[config.mk]
export PLATFORM = sky130hd
export DESIGN_NAME = rkbc_reset_ctrl
export DESIGN_NICKNAME = d
export VERILOG_FILES = /design/src/common/rkbc_pkg.sv /design/src/rkbc_reset_ctrl.sv /design/src/rkbc_delay.sv
export SDC_FILE = /design/constraint.sdc
export NUM_CORES = 1
export LEC_CHECK = 0
export CORE_AREA = 2 2 118 120
export CTS_CLUSTER_SIZE = 12
export DETAILED_ROUTE_END_ITERATION = 10
export DIE_AREA = 0 0 120 122
export DONT_BUFFER_PORTS = 1
export PLACE_DENSITY_LB_ADDON = 0.2
export SYNTH_ARGS = -nofsm -noshare
export SYNTH_HDL_FRONTEND = slang
export SYNTH_SLANG_ARGS = --single-unit
[constraint.sdc]
create_clock -name ref_clk -period 8.7 [get_ports ref_clk]
set_clock_uncertainty 0.05 [all_clocks]
set_input_delay 1.74 -clock ref_clk [delete_from_list [all_inputs] [get_ports ref_clk]]
set_output_delay 1.74 -clock ref_clk [all_outputs]
set_load 0.02 [all_outputs]
[src/common/rkbc_pkg.sv]
package rkbc_pkg;
    // Register indices on the plain register port
    localparam logic [1:0] ADDR_PIN_KEY   = 2'h0;
    localparam logic [1:0] ADDR_FLAGS     = 2'h1;
    localparam logic [1:0] ADDR_BO_KEY    = 2'h2;
    localparam logic [1:0] ADDR_STATUS    = 2'h3;
    // Pin-function keys
    localparam logic [7:0] PIN_KEY_IO     = 8'h55;
    localparam logic [7:0] PIN_KEY_RESET  = 8'haa;
    localparam logic [7:0] PIN_KEY_RST    = 8'h55;
    // Brownout threshold codes
    localparam logic [7:0] BO_CODE_1V70   = 8'h66;
    localparam logic [7:0] BO_CODE_1V90   = 8'h55;
    localparam logic [7:0] BO_CODE_2V55   = 8'h33;
    localparam logic [7:0] BO_CODE_3V15   = 8'h99;
    localparam logic [7:0] BO_CODE_3V80   = 8'haa;
    localparam logic [7:0] BO_CODE_OFF    = 8'hf0;
    localparam logic [7:0] BO_KEY_RST     = 8'h66;
    // Flag bit positions
    localparam int FLAG_WDT_KEY = 0;
    localparam int FLAG_BO_KEY  = 1;
    localparam int FLAG_BO      = 2;
    localparam int FLAG_PIN_KEY = 3;
    // Timing
    localparam int CLK_HZ              = 50_000_000;
    localparam int SW_FAULT_DELAY_NS   = 100;
    localparam int PIN_RELEASE_US      = 16;
    localparam int BO_QUALIFY_US       = 120;
    localparam int SW_FAULT_CYCLES     =
        (SW_FAULT_DELAY_NS * (CLK_HZ / 1_000_000) + 999) / 1000;
    localparam int PIN_RELEASE_CYCLES  = PIN_RELEASE_US * (CLK_HZ / 1_000_000);
    localparam int BO_QUALIFY_CYCLES   = BO_QUALIFY_US * (CLK_HZ / 1_000_000);
    localparam int RESET_PULSE_CYCLES  = 4;
    localparam int CNT_W               = 16;
    // Threshold select encoding
    typedef enum logic [2:0]
    {
        BO_SEL_1V70,
        BO_SEL_1V90,
        BO_SEL_2V55,
        BO_SEL_3V15,
        BO_SEL_3V80,
        BO_SEL_OFF
    } rkbc_bo_sel_t;
endpackage

[src/rkbc_reset_ctrl.sv]
// Added by the designer: the plain strobed port and the placing of the registers.
`timescale 1ns/1ps
`default_nettype none
module rkbc_reset_ctrl
(
    // Clock and power-on reset
    input  wire logic       ref_clk,
    input  wire logic       reset,
    // Register port
    input  wire logic [1:0] reg_addr,
    input  wire logic [7:0] reg_wdata,
    input  wire logic       reg_write,
    input  wire logic       reg_read,
    output logic      [7:0] reg_rdata,
    // Shared pin and system
    input  wire logic       pin_level,
    input  wire logic       pin_alt_select,
    input  wire logic       low_supply,
    input  wire logic       sleep_or_idle,
    input  wire logic       watchdog_key_fault,
    input  wire logic       watchdog_warm_reset,
    // Outputs
    output logic            pin_is_reset,
    output logic            pin_alt_enable,
    output logic            brownout_monitor_en,
    output logic      [2:0] brownout_threshold_sel,
    output logic            system_reset
);
    typedef enum logic [1:0]
    {
        RKBC_RUN,
        RKBC_PULSE,
        RKBC_HOLD
    } rkbc_state_t;

    logic [7:0]  pin_function_key;
    logic [7:0]  brownout_threshold_key;
    logic [3:0]  reset_cause_flags;
    logic [7:0]  next_pin_function_key;
    logic [7:0]  next_brownout_threshold_key;
    logic [3:0]  next_reset_cause_flags;
    logic [7:0]  next_reg_rdata;
    rkbc_state_t state;
    rkbc_state_t next_state;
    logic [2:0]  pulse_count;
    logic [2:0]  next_pulse_count;
    logic        next_system_reset;
    logic        next_pin_is_reset;
    logic        next_pin_alt_enable;
    logic        next_bo_en;
    logic [2:0]  next_bo_sel;
    logic        pin_key_bad;
    logic        bo_key_bad;
    logic        bo_enabled;
    logic        bo_low;
    logic        pin_low;
    logic        pin_fault_done;
    logic        bo_fault_done;
    logic        bo_qual_done;
    logic        warm;
    logic        restore_keys;
    rkbc_pkg::rkbc_bo_sel_t bo_sel;

    assign pin_key_bad = (pin_function_key != rkbc_pkg::PIN_KEY_IO)
                      && (pin_function_key != rkbc_pkg::PIN_KEY_RESET);

    always_comb
    begin
        bo_key_bad = 1'b0;
        bo_sel     = rkbc_pkg::BO_SEL_OFF;
        case (brownout_threshold_key)
            rkbc_pkg::BO_CODE_1V70: bo_sel = rkbc_pkg::BO_SEL_1V70;
            rkbc_pkg::BO_CODE_1V90: bo_sel = rkbc_pkg::BO_SEL_1V90;
            rkbc_pkg::BO_CODE_2V55: bo_sel = rkbc_pkg::BO_SEL_2V55;
            rkbc_pkg::BO_CODE_3V15: bo_sel = rkbc_pkg::BO_SEL_3V15;
            rkbc_pkg::BO_CODE_3V80: bo_sel = rkbc_pkg::BO_SEL_3V80;
            rkbc_pkg::BO_CODE_OFF:  bo_sel = rkbc_pkg::BO_SEL_OFF;
            default:                bo_key_bad = 1'b1;
        endcase
    end

    // monitor gated in sleep and idle
    assign bo_enabled = !bo_key_bad && (bo_sel != rkbc_pkg::BO_SEL_OFF)
                     && !sleep_or_idle;
    assign bo_low  = bo_enabled && low_supply && (state == RKBC_RUN);
    // low pin counts only when reset role chosen
    assign pin_low = (pin_function_key == rkbc_pkg::PIN_KEY_RESET)
                  && !pin_level;

    rkbc_delay u_pin_fault
    (
        .ref_clk (ref_clk),
        .reset   (reset),
        .run     (pin_key_bad && state == RKBC_RUN),
        .limit   (rkbc_pkg::CNT_W'(rkbc_pkg::SW_FAULT_CYCLES)),
        .done    (pin_fault_done)
    );

    rkbc_delay u_bo_fault
    (
        .ref_clk (ref_clk),
        .reset   (reset),
        .run     (bo_key_bad && state == RKBC_RUN),
        .limit   (rkbc_pkg::CNT_W'(rkbc_pkg::SW_FAULT_CYCLES)),
        .done    (bo_fault_done)
    );

    rkbc_delay u_bo_qual
    (
        .ref_clk (ref_clk),
        .reset   (reset),
        .run     (bo_low),
        .limit   (rkbc_pkg::CNT_W'(rkbc_pkg::BO_QUALIFY_CYCLES)),
        .done    (bo_qual_done)
    );

    // release delay counted in hold state
    // Pin key is restored on entry, so the raw level
    // is watched here; a long low keeps the reset held
    logic rel_done;
    rkbc_delay u_release
    (
        .ref_clk (ref_clk),
        .reset   (reset),
        .run     (state == RKBC_HOLD && pin_level),
        .limit   (rkbc_pkg::CNT_W'(rkbc_pkg::PIN_RELEASE_CYCLES)),
        .done    (rel_done)
    );

    // Reset sequencing
    always_comb
    begin
        next_state       = state;
        next_pulse_count = pulse_count;
        warm             = 1'b0;
        restore_keys     = 1'b0;
        case (state)
            RKBC_RUN:
            begin
                next_pulse_count = '0;
                if (pin_low)
                begin
                    next_state   = RKBC_HOLD;
                    restore_keys = 1'b1;
                end
                else if (pin_fault_done || bo_fault_done || bo_qual_done
                         || watchdog_key_fault)
                begin
                    next_state   = RKBC_PULSE;
                    restore_keys = 1'b1;
                end
                else if (watchdog_warm_reset)
                begin
                    // warm reset keeps the pin key
                    next_state = RKBC_PULSE;
                    warm       = 1'b1;
                end
            end
            RKBC_PULSE:
            begin
                next_pulse_count = 3'(pulse_count + 1'b1);
                if (pulse_count == 3'(rkbc_pkg::RESET_PULSE_CYCLES - 1))
                    next_state = RKBC_RUN;
            end
            RKBC_HOLD:
            begin
                if (rel_done)
                    next_state = RKBC_RUN;
            end
            default:
                next_state = RKBC_RUN;
        endcase
        next_system_reset = (next_state != RKBC_RUN);
    end

    // Register writes and flag updates
    always_comb
    begin
        next_pin_function_key       = pin_function_key;
        next_brownout_threshold_key = brownout_threshold_key;
        next_reset_cause_flags      = reset_cause_flags;
        if (reg_write && reg_addr == rkbc_pkg::ADDR_PIN_KEY)
            next_pin_function_key = reg_wdata;
        if (reg_write && reg_addr == rkbc_pkg::ADDR_BO_KEY)
            next_brownout_threshold_key = reg_wdata;
        // software write is the only clear apart from the reset input
        // brownout key flag same clear path
        if (reg_write && reg_addr == rkbc_pkg::ADDR_FLAGS)
            next_reset_cause_flags = reset_cause_flags & reg_wdata[3:0];
        // restore pin key on non-warm reset
        if (restore_keys)
            next_pin_function_key = rkbc_pkg::PIN_KEY_RST;
        // brownout key returns to default on non-warm reset unless a brownout caused it
        if (restore_keys && !bo_qual_done)
            next_brownout_threshold_key = rkbc_pkg::BO_KEY_RST;
        if (restore_keys && bo_qual_done && !bo_fault_done)
            next_brownout_threshold_key = brownout_threshold_key;
        // Set wins over a simultaneous clear
        if (state == RKBC_RUN && !pin_low)
        begin
            if (pin_fault_done)
                next_reset_cause_flags[rkbc_pkg::FLAG_PIN_KEY] = 1'b1;
            if (bo_qual_done)
                next_reset_cause_flags[rkbc_pkg::FLAG_BO] = 1'b1;
            if (bo_fault_done)
                next_reset_cause_flags[rkbc_pkg::FLAG_BO_KEY] = 1'b1;
            if (watchdog_key_fault)
                next_reset_cause_flags[rkbc_pkg::FLAG_WDT_KEY] = 1'b1;
        end
        next_reg_rdata = 8'h00;
        if (reg_read)
        begin
            case (reg_addr)
                rkbc_pkg::ADDR_PIN_KEY: next_reg_rdata = pin_function_key;
                rkbc_pkg::ADDR_FLAGS:   next_reg_rdata = {4'h0, reset_cause_flags};
                rkbc_pkg::ADDR_BO_KEY:  next_reg_rdata = brownout_threshold_key;
                rkbc_pkg::ADDR_STATUS:  next_reg_rdata = {2'h0, bo_enabled,
                                                          bo_sel, pin_is_reset,
                                                          system_reset};
                default:                next_reg_rdata = 8'h00;
            endcase
        end
        next_pin_is_reset   = (next_pin_function_key == rkbc_pkg::PIN_KEY_RESET);
        next_pin_alt_enable = pin_alt_select && !next_pin_is_reset;
        next_bo_en          = bo_enabled;
        next_bo_sel         = bo_sel;
    end

    always_ff @(posedge ref_clk or posedge reset)
    begin
        if (reset)
        begin
            pin_function_key       <= rkbc_pkg::PIN_KEY_RST;
            brownout_threshold_key <= rkbc_pkg::BO_KEY_RST;
            reset_cause_flags      <= 4'h0;
            state                  <= RKBC_RUN;
            pulse_count            <= 3'h0;
            system_reset           <= 1'b0;
            reg_rdata              <= 8'h00;
            pin_is_reset           <= 1'b0;
            pin_alt_enable         <= 1'b0;
            brownout_monitor_en    <= 1'b0;
            brownout_threshold_sel <= 3'h0;
        end
        else
        begin
            pin_function_key       <= next_pin_function_key;
            brownout_threshold_key <= next_brownout_threshold_key;
            reset_cause_flags      <= next_reset_cause_flags;
            state                  <= next_state;
            pulse_count            <= next_pulse_count;
            system_reset           <= next_system_reset;
            reg_rdata              <= next_reg_rdata;
            pin_is_reset           <= next_pin_is_reset;
            pin_alt_enable         <= next_pin_alt_enable;
            brownout_monitor_en    <= next_bo_en;
            brownout_threshold_sel <= next_bo_sel;
        end
    end
endmodule
`default_nettype wire

[src/rkbc_delay.sv]
`timescale 1ns/1ps
`default_nettype none
// Counts while run is high; done is high once count reaches limit
module rkbc_delay
(
    // Clock and reset
    input  wire logic                      ref_clk,
    input  wire logic                      reset,
    // Control
    input  wire logic                      run,
    input  wire logic [rkbc_pkg::CNT_W-1:0] limit,
    output logic                           done
);
    logic [rkbc_pkg::CNT_W-1:0] count;
    logic [rkbc_pkg::CNT_W-1:0] next_count;

    always_comb
    begin
        next_count = '0;
        if (run)
        begin
            next_count = (count == limit) ? count
                                          : rkbc_pkg::CNT_W'(count + 1'b1);
        end
    end

    always_ff @(posedge ref_clk or posedge reset)
    begin
        if (reset)
            count <= '0;
        else
            count <= next_count;
    end

    assign done = run && (count == limit);
endmodule
`default_nettype wire

# Yosys cells after proc, flatten, opt, wreduce, memory -nomap -nowiden
# Cells that the tools add are included.
# W data, S select, Z words.
# totals
regBits,104
latchBits,0
ram_bits,0
romBits,0
in_bits,20
output_inout_bits,15
elab_cells,116
mem_count,0
# classes
add_sub_neg,5
multipliers,0
n_div,0
magnitude_cmp,0
eq_ne,25
n_shift,0
n_mux,32
bitwise_logic,2
reduce_logical,37
# ops
operator,n
$mux W16,8
$add A16 B1 Y16 const B,4
$eq A8 B8 Y1 const B,5
$mux W8,5
$eq A16 B3 Y1 const B,2
$pmux W8 S4,1
$logic_and A1 B1 Y1,21
$eq A16 B10 Y1 const B,1
$eq A16 B13 Y1 const B,1
$eq A8 B7 Y1 const B,2
$pmux W3 S5,1
$mux W2,5
$eq A8 B6 Y1 const B,1
$mux W1,8
$mux W4,2
$ne A2 B2 Y1 const B,4
$ne A8 B7 Y1 const B,1
$ne A8 B8 Y1 const B,1
$eq A2 B2 Y1 const B,3
$logic_not A1 Y1,6
$pmux W2 S3,1
$pmux W3 S2,1
$reduce_bool A2 Y1,3
$reduce_or A6 Y1,1
9 further kinds,13

# Longest topological paths before layout
# Gate-level depths: netlist of the first run.
# logic_depth
depth_word,17
depth_mapped,9
mapped_depth_nobuf,8

# Cells and area by module
# A second synthesis of the first run with hierarchy kept.
# unflattened
cells_unflattened,750
area_unflattened_um2,7106.8
# modules_own_cells
mod,instances,cells_per_inst,area_per_inst_um2
rkbc_delay at u_bo_fault ...,3,135,1228.7
rkbc_reset_ctrl,1,211,2150.8
rkbc_delay at u_bo_qual,1,134,1270.0

# Worst setup path before layout of the first run
# No wires, ideal clock.
# synth_path
kind,input port to flip-flop
start,input reg_addr[0]
end,register pin_alt_enable
setup_time_ps,119
t_arrival_ps,2895
t_required_ps,8531
path_slack_ps,5636
stages,7
n_path_buf,2
cell_sequence,clkbuf_1 -> nor2_1 -> and2_1 -> buf_1 -> nor2_1 -> a31oi_1 -> o21a_1
# synth_between
elab_chain_cells,7
# synth_rtl
element,line_no,rtl
from (decl),rkbc_reset_ctrl.sv:10,"input wire logic [1:0] reg_addr,"
$logic_not A2 Y1,rkbc_reset_ctrl.sv:182,if (reg_write && reg_addr == rkbc_pkg::ADDR_PIN_KEY)
$logic_and A1 B1 Y1,rkbc_reset_ctrl.sv:182,
$mux W8,rkbc_reset_ctrl.sv:182,
$mux W8,rkbc_reset_ctrl.sv:191,if (restore_keys)
$eq A8 B8 Y1,rkbc_reset_ctrl.sv:223,next_pin_is_reset = (next_pin_function_key == rkbc_pkg::PIN_KEY_RESET);
$logic_not A1 Y1,rkbc_reset_ctrl.sv:224,next_pin_alt_enable = pin_alt_select && !next_pin_is_reset;
$logic_and A1 B1 Y1,rkbc_reset_ctrl.sv:224,
via next_pin_alt_enable,rkbc_reset_ctrl.sv:49,logic next_pin_alt_enable;
to (signal assigned),rkbc_reset_ctrl.sv:255,pin_alt_enable <= next_pin_alt_enable;
to (decl),rkbc_reset_ctrl.sv:24,"output logic pin_alt_enable,"
# The timed path passes the listed nets, and every way through them passes these cells.
# A chain may end at the register's enable or synchronous reset.

# Final worst setup path of the first run
# layout_path
start,input watchdog_key_fault
end,register brownout_threshold_key[0]
# layout_between
elab_chain_cells,8
# layout_rtl
element,line_no,rtl
from (decl),rkbc_reset_ctrl.sv:20,"input wire logic watchdog_key_fault,"
$logic_or A1 B1 Y1 *,rkbc_reset_ctrl.sv:147,|| watchdog_key_fault)
$mux W1 *,rkbc_reset_ctrl.sv:146,else if (pin_fault_done || bo_fault_done || bo_qual_done
$mux W1 *,rkbc_reset_ctrl.sv:141,if (pin_low)
$mux W1 *,rkbc_reset_ctrl.sv:137,case (state)
$logic_and A1 B1 Y1 (2 in series),rkbc_reset_ctrl.sv:196,if (restore_keys && bo_qual_done && !bo_fault_done)
$not A1 Y1 (no line),--,
$reduce_and A2 Y1 (no line),--,
to (signal assigned),rkbc_reset_ctrl.sv:234,brownout_threshold_key <= rkbc_pkg::BO_KEY_RST;
to (signal assigned),rkbc_reset_ctrl.sv:248,brownout_threshold_key <= next_brownout_threshold_key;
to (decl),rkbc_reset_ctrl.sv:37,logic [7:0] brownout_threshold_key;
# Every way passes the cells marked *; elsewhere a longest branch is shown, timed or not.

==> impl_metrics.toml, run 1 <==
[run_status]
outcome = "completed"

[logic_synthesis]
synth_area_leaders = "dfrtp_1 (46%), xor2_1 (5.5%), nor2_1 (5.4%)"
synth_top_area_share_pct = 46.1
postSynthAreaPerCell_sq_um = 9.87
synthCells = 528
yosys_warnings = 0
synth_top_cell_by_area = "dfrtp_1"
synth_seq_cells = 104
synth_area_sq_mm = 0.00521
synth-seq-area-share_pct = 50.1
synthesis.nets = 558
synth-edff-count = 0
async_reset_ff_share_pct = 100
synth_cell_type_count = 55
ys.flop_type = "dfrtp_1"

[cts]
clock_path_buffers = 2
h-tree-depth = 3
clk_pin_slew_ns = 0.08
cts.repair.resized = 0
insertion_delay_ns = 0.36
cts-root-buf = "clkbuf_16"
cts_buffers = 9
cts_tree = "done"
post_cts_buffers = 0
clkSinkCount = 104
holdBufCountCts = 0

[grt]
track_usage_pct = 16.7
first_global_vias = 3749
overflow = 0
grt_start_max_net_pins = 72
grt_pass1_wl_microns = 19000
antenna_found_initial = 1

[detailed_routing]
wire_per_inst_microns = 16.1
dr_total_vias = 3774
dr.first_iter.drc_count = 232
viasPerCell = 5.29
ant_nets = 0
wirelength_microns = 11500
dr.pass1.iters = 4
remaining_drc_errors = 0

[timing]
min_period_over_period_pct = 36.5
rsz0062_at_grt = "false"
relSlewSlack_pct = 19.7
timing.fmax_mhz = 315
hold_violations = 0
setup_tns_ns = 0
slew_viol_final = 0
worst_pin_slew_ns = 1.19
fin_crit_ns = 3.18
setup_viol = 0
fin_ws_ns = 5.52

[place]
dp_slack_ns = 5.19
place_inst = 697
io_buffers = 0
gp_congestion = 0.910
hpwl_microns = 8230

[worst_setup_path]
required_ns = 8.93
critPathKind = "primary input to register"
endpoint_kind = "register"
crit_path_max_incr_delay_ns = 0.99
crit_fanout = 8
cp-start-kind = "primary input"
worstSetupStartpoint = "watchdog_key_fault"
r2r_start = "pin_function_key[3]"
path_cells = "a41oi_1, nor4b_1, o21ai_0, a21oi_1"
cp.arrival_ns = 3.41
slowest_stage = "nor4b_1"

[cells_and_area]
stdcell_count = 714
drive_above_1_share_pct = 7.69
fillers = 1320
nets = 558
syn_to_final_growth_pct = 9.10

[power_and_ir_drop]
p_leak_nw = 2.27
ir_worst_vdd_v = 0.000105
powerDensity_mw_per_mm2 = 217

[floorplanning]
die_height_microns = 122
die_area_sq_mm = 0.0146
num_rows = 43
initial_core_util_pct = 38.6
core_region_area_sq_mm = 0.0135
die_x_microns = 120
pin_count = 35

[hold_path]
hp-class = "register to register"
hp-start = "state[0]"

[flow_run]
timing.max_cap.violations = 0
==> critical path: cells and delay by family <==
| family | cells | cell delay [ns] |
|---|---|---|
| AOI/OAI and AO/OA | 3 | 0.67 |
| and+or+nand+nor | 1 | 0.99 |
==> per-layer routing <==
metal	wire, microns	vias to the layer above	GRT usage [%]	share of wire, %
met5	0	-	0	0
met4	293	0	6.47	2.6
met3	487	19	4.82	4.2
met2	5490	64	27.1	48
met1	5200	1836	21.2	45
li1	-	1855	-	-
==> state kept, by name, indices dropped and copies added, names as in the netlist <==
signal / cells
pin_alt_enable: 1
u_pin_fault.count: 16
brownout_threshold_key: 8
u_release.count: 16
u_bo_fault.count: 16
state: 2
brownout_monitor_en: 1
reset_cause_flags: 4
pulse_count: 3
pin_is_reset: 1
u_bo_qual.count: 16
pin_function_key: 8
brownout_threshold_sel: 3
reg_rdata: 8
system_reset: 1
==> cells in the mapped netlist (all sizes together) (3+ instances only) <==
cell and n:
or4bb 4, nor4 3, nor3 8, nand3 36, dfstp 8, nand2 52
buf 3, inv 15, xnor2 16, a211oi 3, dfrtp 96, ha 10
nand4 12, nor4b 6, or3 11, nor2 75, nor4bb 9, clkbuf 9
and4 3, o21ai 30, xor2 33, nand3b 9, and3 11, mux4 4
a21oi 23, and2 8
==> cell usage in the layout, fill, tap and decap left out, types with 6 or more instances in the layout <==
master and instances:
a21oi_1 22, and2_1 8, and3_1 11, clkbuf_16 9
dfrtp_1 96, dfstp_2 8, ha_1 10, inv_1 14
nand2_1 52, nand3_1 36, nand3b_1 9, nand4_1 12
nor2_1 75, nor3_1 8, nor4b_1 6, nor4bb_1 9
o21ai_0 30, or3_1 11, xnor2_1 16, xor2_1 33
==> kinds of logic (layout without fill, tap and decap cells) <==
kind of cell	Yosys count	count (layout)	share of synthesized area (%)
other	0	1	0
flip-flops	104	104	50.1
multiplexers	8	8	2.54
AND/OR/NAND/NOR	260	260	26.3
XOR/XNOR	49	49	8.23
buffers and inverters	27	32	2.16
AO/OA/AOI/OAI	70	70	8.28
adder cells (fa/ha/maj)	10	10	2.40
==> power breakdown <==
part / internal, mW / switching (mW)
clock network: 0.224 / 0.183
logic: 0.0844 / 0.115
registers: 0.554 / 0.0765
total: 0.862 / 0.374
==> metrics by stage <==
step	area (sq um)	power (mW)	util, %	hold slack, ns
after global routing	5690	1.31	42.1	0.472
after detailed placement	5390	0.840	39.9	0.428
after floorplan	5210	0.780	-	0.400
after global placement	5390	0.834	39.9	0.420
final	5690	1.24	42.1	0.437
after CTS	5690	1.25	42.1	0.442
==> layout make-up <==
cell class | instances | area [sq um] | area share (%)
antenna | 1 | 2.50 | 0.0440
clock buffer | 11 | 233 | 4.09
clock inverter | 5 | 60.1 | 1.06
inverter | 15 | 58.8 | 1.03
multi-input combinational | 397 | 2490 | 43.8
sequential | 104 | 2610 | 45.9
tap | 180 | 225 | 3.96
timing repair buffer | 1 | 7.51 | 0.132
==> worst paths after layout <==
| path | endpoint | slack (ns) | cells past startpoint |
|---|---|---|---|
| max | brownout_threshold_key[0] | 5.52 | 4 |
| min | state[1] | 0.44 | 1 |
| max reg2reg | brownout_threshold_key[0] | 5.65 | 6 |
| min reg2reg | state[1] | 0.44 | 1 |
| max in group asynchronous | u_pin_fault.count[8] | 6.11 | 2 |
| min in group asynchronous | u_release.count[7] | 1.20 | 1 |
Note: power is estimated with default switching activity, not from simulation.
==> run 2, diff against run 1 <==
ABC_AREA = 1   (was default)
CORE_AREA = 2 2 121 123   (was 2 2 118 120)
DIE_AREA = 0 0 123 125   (was 0 0 120 122)
clock period = 2.7 ns   (was 8.7 ns; I/O delays follow)
==> run 2 against run 1 <==
Total power rose to 3.4 times the previous value. Sequential share of layout area shrank 2.7 points. Global-route usage grew 0.90 points.
==> impl_metrics.toml, run 2 <==
[run_status]
outcome = "completed"

[logic_synthesis]
synth_area_sq_mm = 0.00551
synth-seq-area-share_pct = 47.4
synth_top_family_by_area = "simple AND/OR/NAND/NOR gates"
async_reset_ff_share_pct = 100
synth_most_common_cell = "nand2_1"
synth.top_cells.by_count = "nand2_1 (140), inv_1 (97), dfrtp_1 (96), nor2_1 (87), a21oi_1 (49)"
yosys.area_share.simple_pct = 29.8
synth.area.mux_share_pct = 0.182
ys.flop_type = "dfrtp_1"
synth_seq_cells = 104
synthesis.nets = 731
synthAdderAreaFrac_pct = 2.27
yosys_warnings = 0
synth_area_leaders = "dfrtp_1 (44%), nand2_1 (9.5%), inv_1 (6.6%)"
synth_top_area_share_pct = 43.6
synth_xor_area_share_pct = 0.477
synthCells = 701
synth_compound_area_share_pct = 11.6
synth-edff-count = 0
synth_top_cell_by_area = "dfrtp_1"
synth_cell_type_count = 42
postSynthAreaPerCell_sq_um = 7.86

[detailed_routing]
ant_nets = 0
wire_per_inst_microns = 13.6
wirelength_microns = 12300
viasPerCell = 5.09
dr.first_iter.drc_count = 254
dr.pass1.iters = 5
dr_total_vias = 4582
remaining_drc_errors = 0

[worst_setup_path]
cp-endpoint = "brownout_threshold_key[6]"
crit_fanout = 13
rr_worst_depth = 11
critPathKind = "register to register"
endpoint_kind = "register"
path_cells = "inv_1, ha_1, nor3b_1, nand2_1, nor2_2, nand4_4, nand4_4, nand3_2, nand2_1, nand2_1, nand3_1"
cp.arrival_ns = 2.39
cp-start-kind = "register"
path_common_cell = "nand2_1"
required_ns = 2.93
crit_path_max_incr_delay_ns = 0.42
reg2reg_to = "brownout_threshold_key[6]"
r2r_start = "u_bo_qual.count[0]"
r2r_setup_slack_ns = 0.54
worstSetupStartpoint = "u_bo_qual.count[0]"
slowest_stage = "dfrtp_1"

[place]
gp_congestion = 0.843
hpwl_microns = 9200
place_inst = 884
dp_slack_ns = 0.553
io_buffers = 0

[floorplanning]
die_area_sq_mm = 0.0154
core_region_area_sq_mm = 0.0142
pin_count = 35
initial_core_util_pct = 38.8
num_rows = 44
die_height_microns = 125
die_x_microns = 123

[cells_and_area]
nets = 741
postLayoutCoreUtil_pct = 42.5
multi_input_area_sq_mm = 0.00244
final_cell_mix = "nand2_1 (140), inv_1 (96), dfrtp_1 (96)"
fillers = 1453
final_common_cell = "nand2_1"
drive_above_1_share_pct = 10.3
syn_to_final_growth_pct = 9.63
diodes = 0
stdcell_count = 900
register_area_sq_mm = 0.00261

[cts]
holdBufCountCts = 0
cts_buffers = 9
post_cts_buffers = 0
clkSinkCount = 104
cts-root-buf = "clkbuf_16"
h-tree-depth = 3
clock_path_buffers = 2
insertion_delay_ns = 0.35
cts_tree = "done"
cts.repair.resized = 0
clk_pin_slew_ns = 0.07

[timing]
timing.fmax_mhz = 464
worst_pin_slew_ns = 0.667
slew_viol_final = 0
setup_tns_ns = 0
relSlewSlack_pct = 55.1
rsz0062_at_grt = "false"
hold_violations = 0
fin_crit_ns = 2.16
min_period_over_period_pct = 79.9
hold-worst-slack_ns = 0.116
fin_ws_ns = 0.544
setup_viol = 0

[grt]
grt_start_max_net_pins = 105
overflow = 0
track_usage_pct = 17.6
antenna_found_initial = 0
grt_pass1_wl_microns = 21600
first_global_vias = 4532

[hold_path]
hp-class = "primary input to asynchronous set/reset pin"

[power_and_ir_drop]
p_leak_nw = 2.68
ir_worst_vdd_v = 0.000375
powerDensity_mw_per_mm2 = 692

[flow_run]
timing.max_cap.violations = 0
[run 2: cell type report]
cell class | count | share of cell area [%]
clock buffer | 10 | 3.79
multi-input combinational | 479 | 40.4
clock inverter | 6 | 0.994
inverter | 113 | 7.08
tap | 184 | 3.81
timing repair buffer | 4 | 0.704
sequential | 104 | 43.2
[run 2: report_power, final]
part           internal (mW)  leakage, nW  total [mW]  switching [mW]
logic                  0.297         1.17       0.858           0.561
clock network          0.714        0.138        1.29           0.572
registers               1.78         1.38        2.03           0.258
total                   2.79         2.68        4.18            1.39
[run 2: routing by layer]
metal | vias to the layer above | wire, microns | global-route usage, %
li1 | 2312 | - | -
met1 | 2158 | 5820 | 24.2
met2 | 104 | 5460 | 26.5
met3 | 8 | 890 | 6.66
met4 | 0 | 106 | 3.68
met5 | - | 0 | 0
[run 2: kinds of logic after synthesis]
kind of cell	after synthesis
flops	104
fa+ha+maj	10
compound gates	117
mux	1
simple gates	348
xor+xnor	3
buf+inv	118
[run 2: worst max-delay path: cells and delay by family, from the launching register on]
| family | cells | cell delay [ns] |
|---|---|---|
| fa+ha+maj | 1 | 0.17 |
| buf+inv | 1 | 0.09 |
| flops | 1 | 0.42 |
| simple gates | 9 | 1.36 |
[run 2: worst min path at each step]
| stage | endpoint |
|---|---|
| floorplan | pulse_count[1] |
| finish | u_bo_qual.count[5] |
| CTS | u_bo_qual.count[5] |
| global placement | u_bo_qual.count[8] |
| detailed placement | u_bo_qual.count[8] |
| global route | u_bo_qual.count[5] |
[run 2: stage by stage]
step	power [mW]	instance area, sq um
after floorplan	2.67	5520
after global placement	2.90	5750
after detailed placement	2.92	5750
after CTS	4.23	6040
after global routing	4.49	6040
final	4.18	6040
==> run 3, diff against run 2 <==
clock period = 2.3 ns   (was 2.7 ns; I/O delays follow)
==> run 3 against run 2 <==
The flow now finishes with violations (hold timing). Hold slack lost 0.12 ns. Die area is the same. Final cell count grew 0.67%. Register-to-register slack lost 0.30 ns. Flip-flop and latch count is the same. Clock power grew 13%. Sequential share of layout area shrank 0.37 points. First-iteration DRC count grew 9.8%. Wire length grew 1.8%. Non-clock buffer count grew 6. Critical path depth shrank 1. Combinational power grew 22%.
==> impl_metrics.toml, run 3 (synthesis results as in run 2) <==
[cts]
cts-root-buf = "clkbuf_16"
cts_buffers = 9
clkSinkCount = 104
h-tree-depth = 3
clk_pin_slew_ns = 0.07
holdBufCountCts = 0
cts_tree = "done"
insertion_delay_ns = 0.35
clock_path_buffers = 2

[cells_and_area]
syn_to_final_growth_pct = 10.6
final_cell_mix = "nand2_1 (140), inv_1 (96), dfrtp_1 (96)"
post-route-cell-area_sq_mm = 0.00609
diodes = 0
nets = 747
final_common_cell = "nand2_1"
stdcell_count = 906
postLayoutCoreUtil_pct = 42.9
drive_above_1_share_pct = 10.5

[run_status]
outcome = "finished with violations"
violations = "hold timing"

[power_and_ir_drop]
switching_share_pct = 33.4
powerDensity_mw_per_mm2 = 804
ir_worst_vdd_v = 0.000370
internal_power_mw = 3.26
p_leak_nw = 2.71
clkPwrFrac_pct = 29.8
total_power_mw = 4.90
combPwrFrac_pct = 21.4
p_seq_share_pct = 48.8
p_sw_mw = 1.64

[timing]
slew_viol_final = 0
hold-worst-slack_ns = -0.00591
hold_violations = 8
setup_viol = 0
rsz0062_at_grt = "false"
timing.fmax_mhz = 488
setup_tns_ns = 0
fin_crit_ns = 2.05
min_period_over_period_pct = 89.2
fin_ws_ns = 0.249
worst_pin_slew_ns = 0.603
relSlewSlack_pct = 59.7

[place]
dp_slack_ns = 0.194
place_inst = 890
place_area_sq_mm = 0.00581
io_buffers = 0
hpwl_microns = 9560
gp_congestion = 0.868

[worst_setup_path]
path_cells = "inv_1, ha_1, nor3b_1, nand2_1, nor2_2, nand4_4, nand4_4, nand3_1, nand2_1, nor2_1"
required_ns = 2.49
cp.arrival_ns = 2.24
critPathKind = "register to register"
slowest_stage = "dfrtp_1"
cp-start-kind = "register"
crit_fanout = 8
crit_path_max_incr_delay_ns = 0.42
endpoint_kind = "register"

[grt]
track_usage_pct = 17.5
overflow = 0
first_global_vias = 4393
antenna_found_initial = 0
grt_pass1_wl_microns = 21400
grt_start_max_net_pins = 37

[floorplanning]
num_rows = 44
core_region_area_sq_mm = 0.0142
die_x_microns = 123
die_area_sq_mm = 0.0154
die_height_microns = 125
initial_core_util_pct = 38.8
pin_count = 35

[detailed_routing]
wire_per_inst_microns = 13.8
dr_total_vias = 4580
dr.pass1.iters = 5
dr.first_iter.drc_count = 279
remaining_drc_errors = 0
wirelength_microns = 12500
viasPerCell = 5.06
ant_nets = 0

[hold_path]
hp-class = "primary input to asynchronous set/reset pin"

[flow_run]
timing.max_cap.violations = 0
run 3: cell types whose count changed in the layout (fill, tap and decap cells not counted), sizes merged:
cell,previous run,this run
buf,4,10
clkbuf,10,16
clkinv,5,2
clkinvlp,3,1
bufinv,1,0
run 3: critical path: cells and delay by family, from the launching register on:
family | cells | cell delay [ns]
and+or+nand+nor | 8 | 1.19
DFF | 1 | 0.42
adders and majority gates | 1 | 0.17
buffers and inverters | 1 | 0.10
run 3: final timing paths:
path / start / endpoint / slack (ns) / depth (start not counted)
max in group asynchronous: reset / pin_function_key[0] / 1.57 / 2
min in group ref_clk: pin_alt_select / pin_alt_enable / 0.17 / 2
min: reset / reset_cause_flags[1] / -0.006 / 1
max: u_bo_qual.count[0] / brownout_threshold_key[3] / 0.25 / 10
max reg2reg: u_bo_qual.count[0] / brownout_threshold_key[3] / 0.25 / 10
min reg2reg: u_bo_qual.count[8] / u_bo_qual.count[8] / 0.44 / 1
run 3: layout make-up:
class                           count  area [sq um]
Fill cell                        1456          8110
Sequential cell                   104          2610
Multi-Input combinational cell    479          2450
Tap cell                          184           230
Clock buffer                       16           272
Inverter                          113           428
Timing Repair Buffer               10           100
run 3: power groups by stage:
stage	Clock [mW]	Sequential, mW	Combinational (mW)
6_report	1.46	2.39	1.05
5_1_grt	1.57	2.42	1.23
4_1_cts	1.49	2.39	1.06
3_5_place_dp	0	2.42	1.05
3_3_place_gp	0	2.42	1.02
2_1_floorplan	0	2.33	0.807
run 3: timing repair:
item,in CTS,in global routing
buffers inserted,0,0
endpoints found under the setup margin,0,4
resized for setup,0,2
run 3: per-layer routing:
metal / vias to the layer above / share of wire (%) / GRT usage, % / routed length, microns
li1: 2321 / - / - / -
met1: 2147 / 49 / 24.5 / 6090
met2: 95 / 44 / 26.0 / 5440
met3: 17 / 5.5 / 4.29 / 693
met4: 0 / 2.2 / 7.02 / 274
met5: - / 0 / 0 / 0
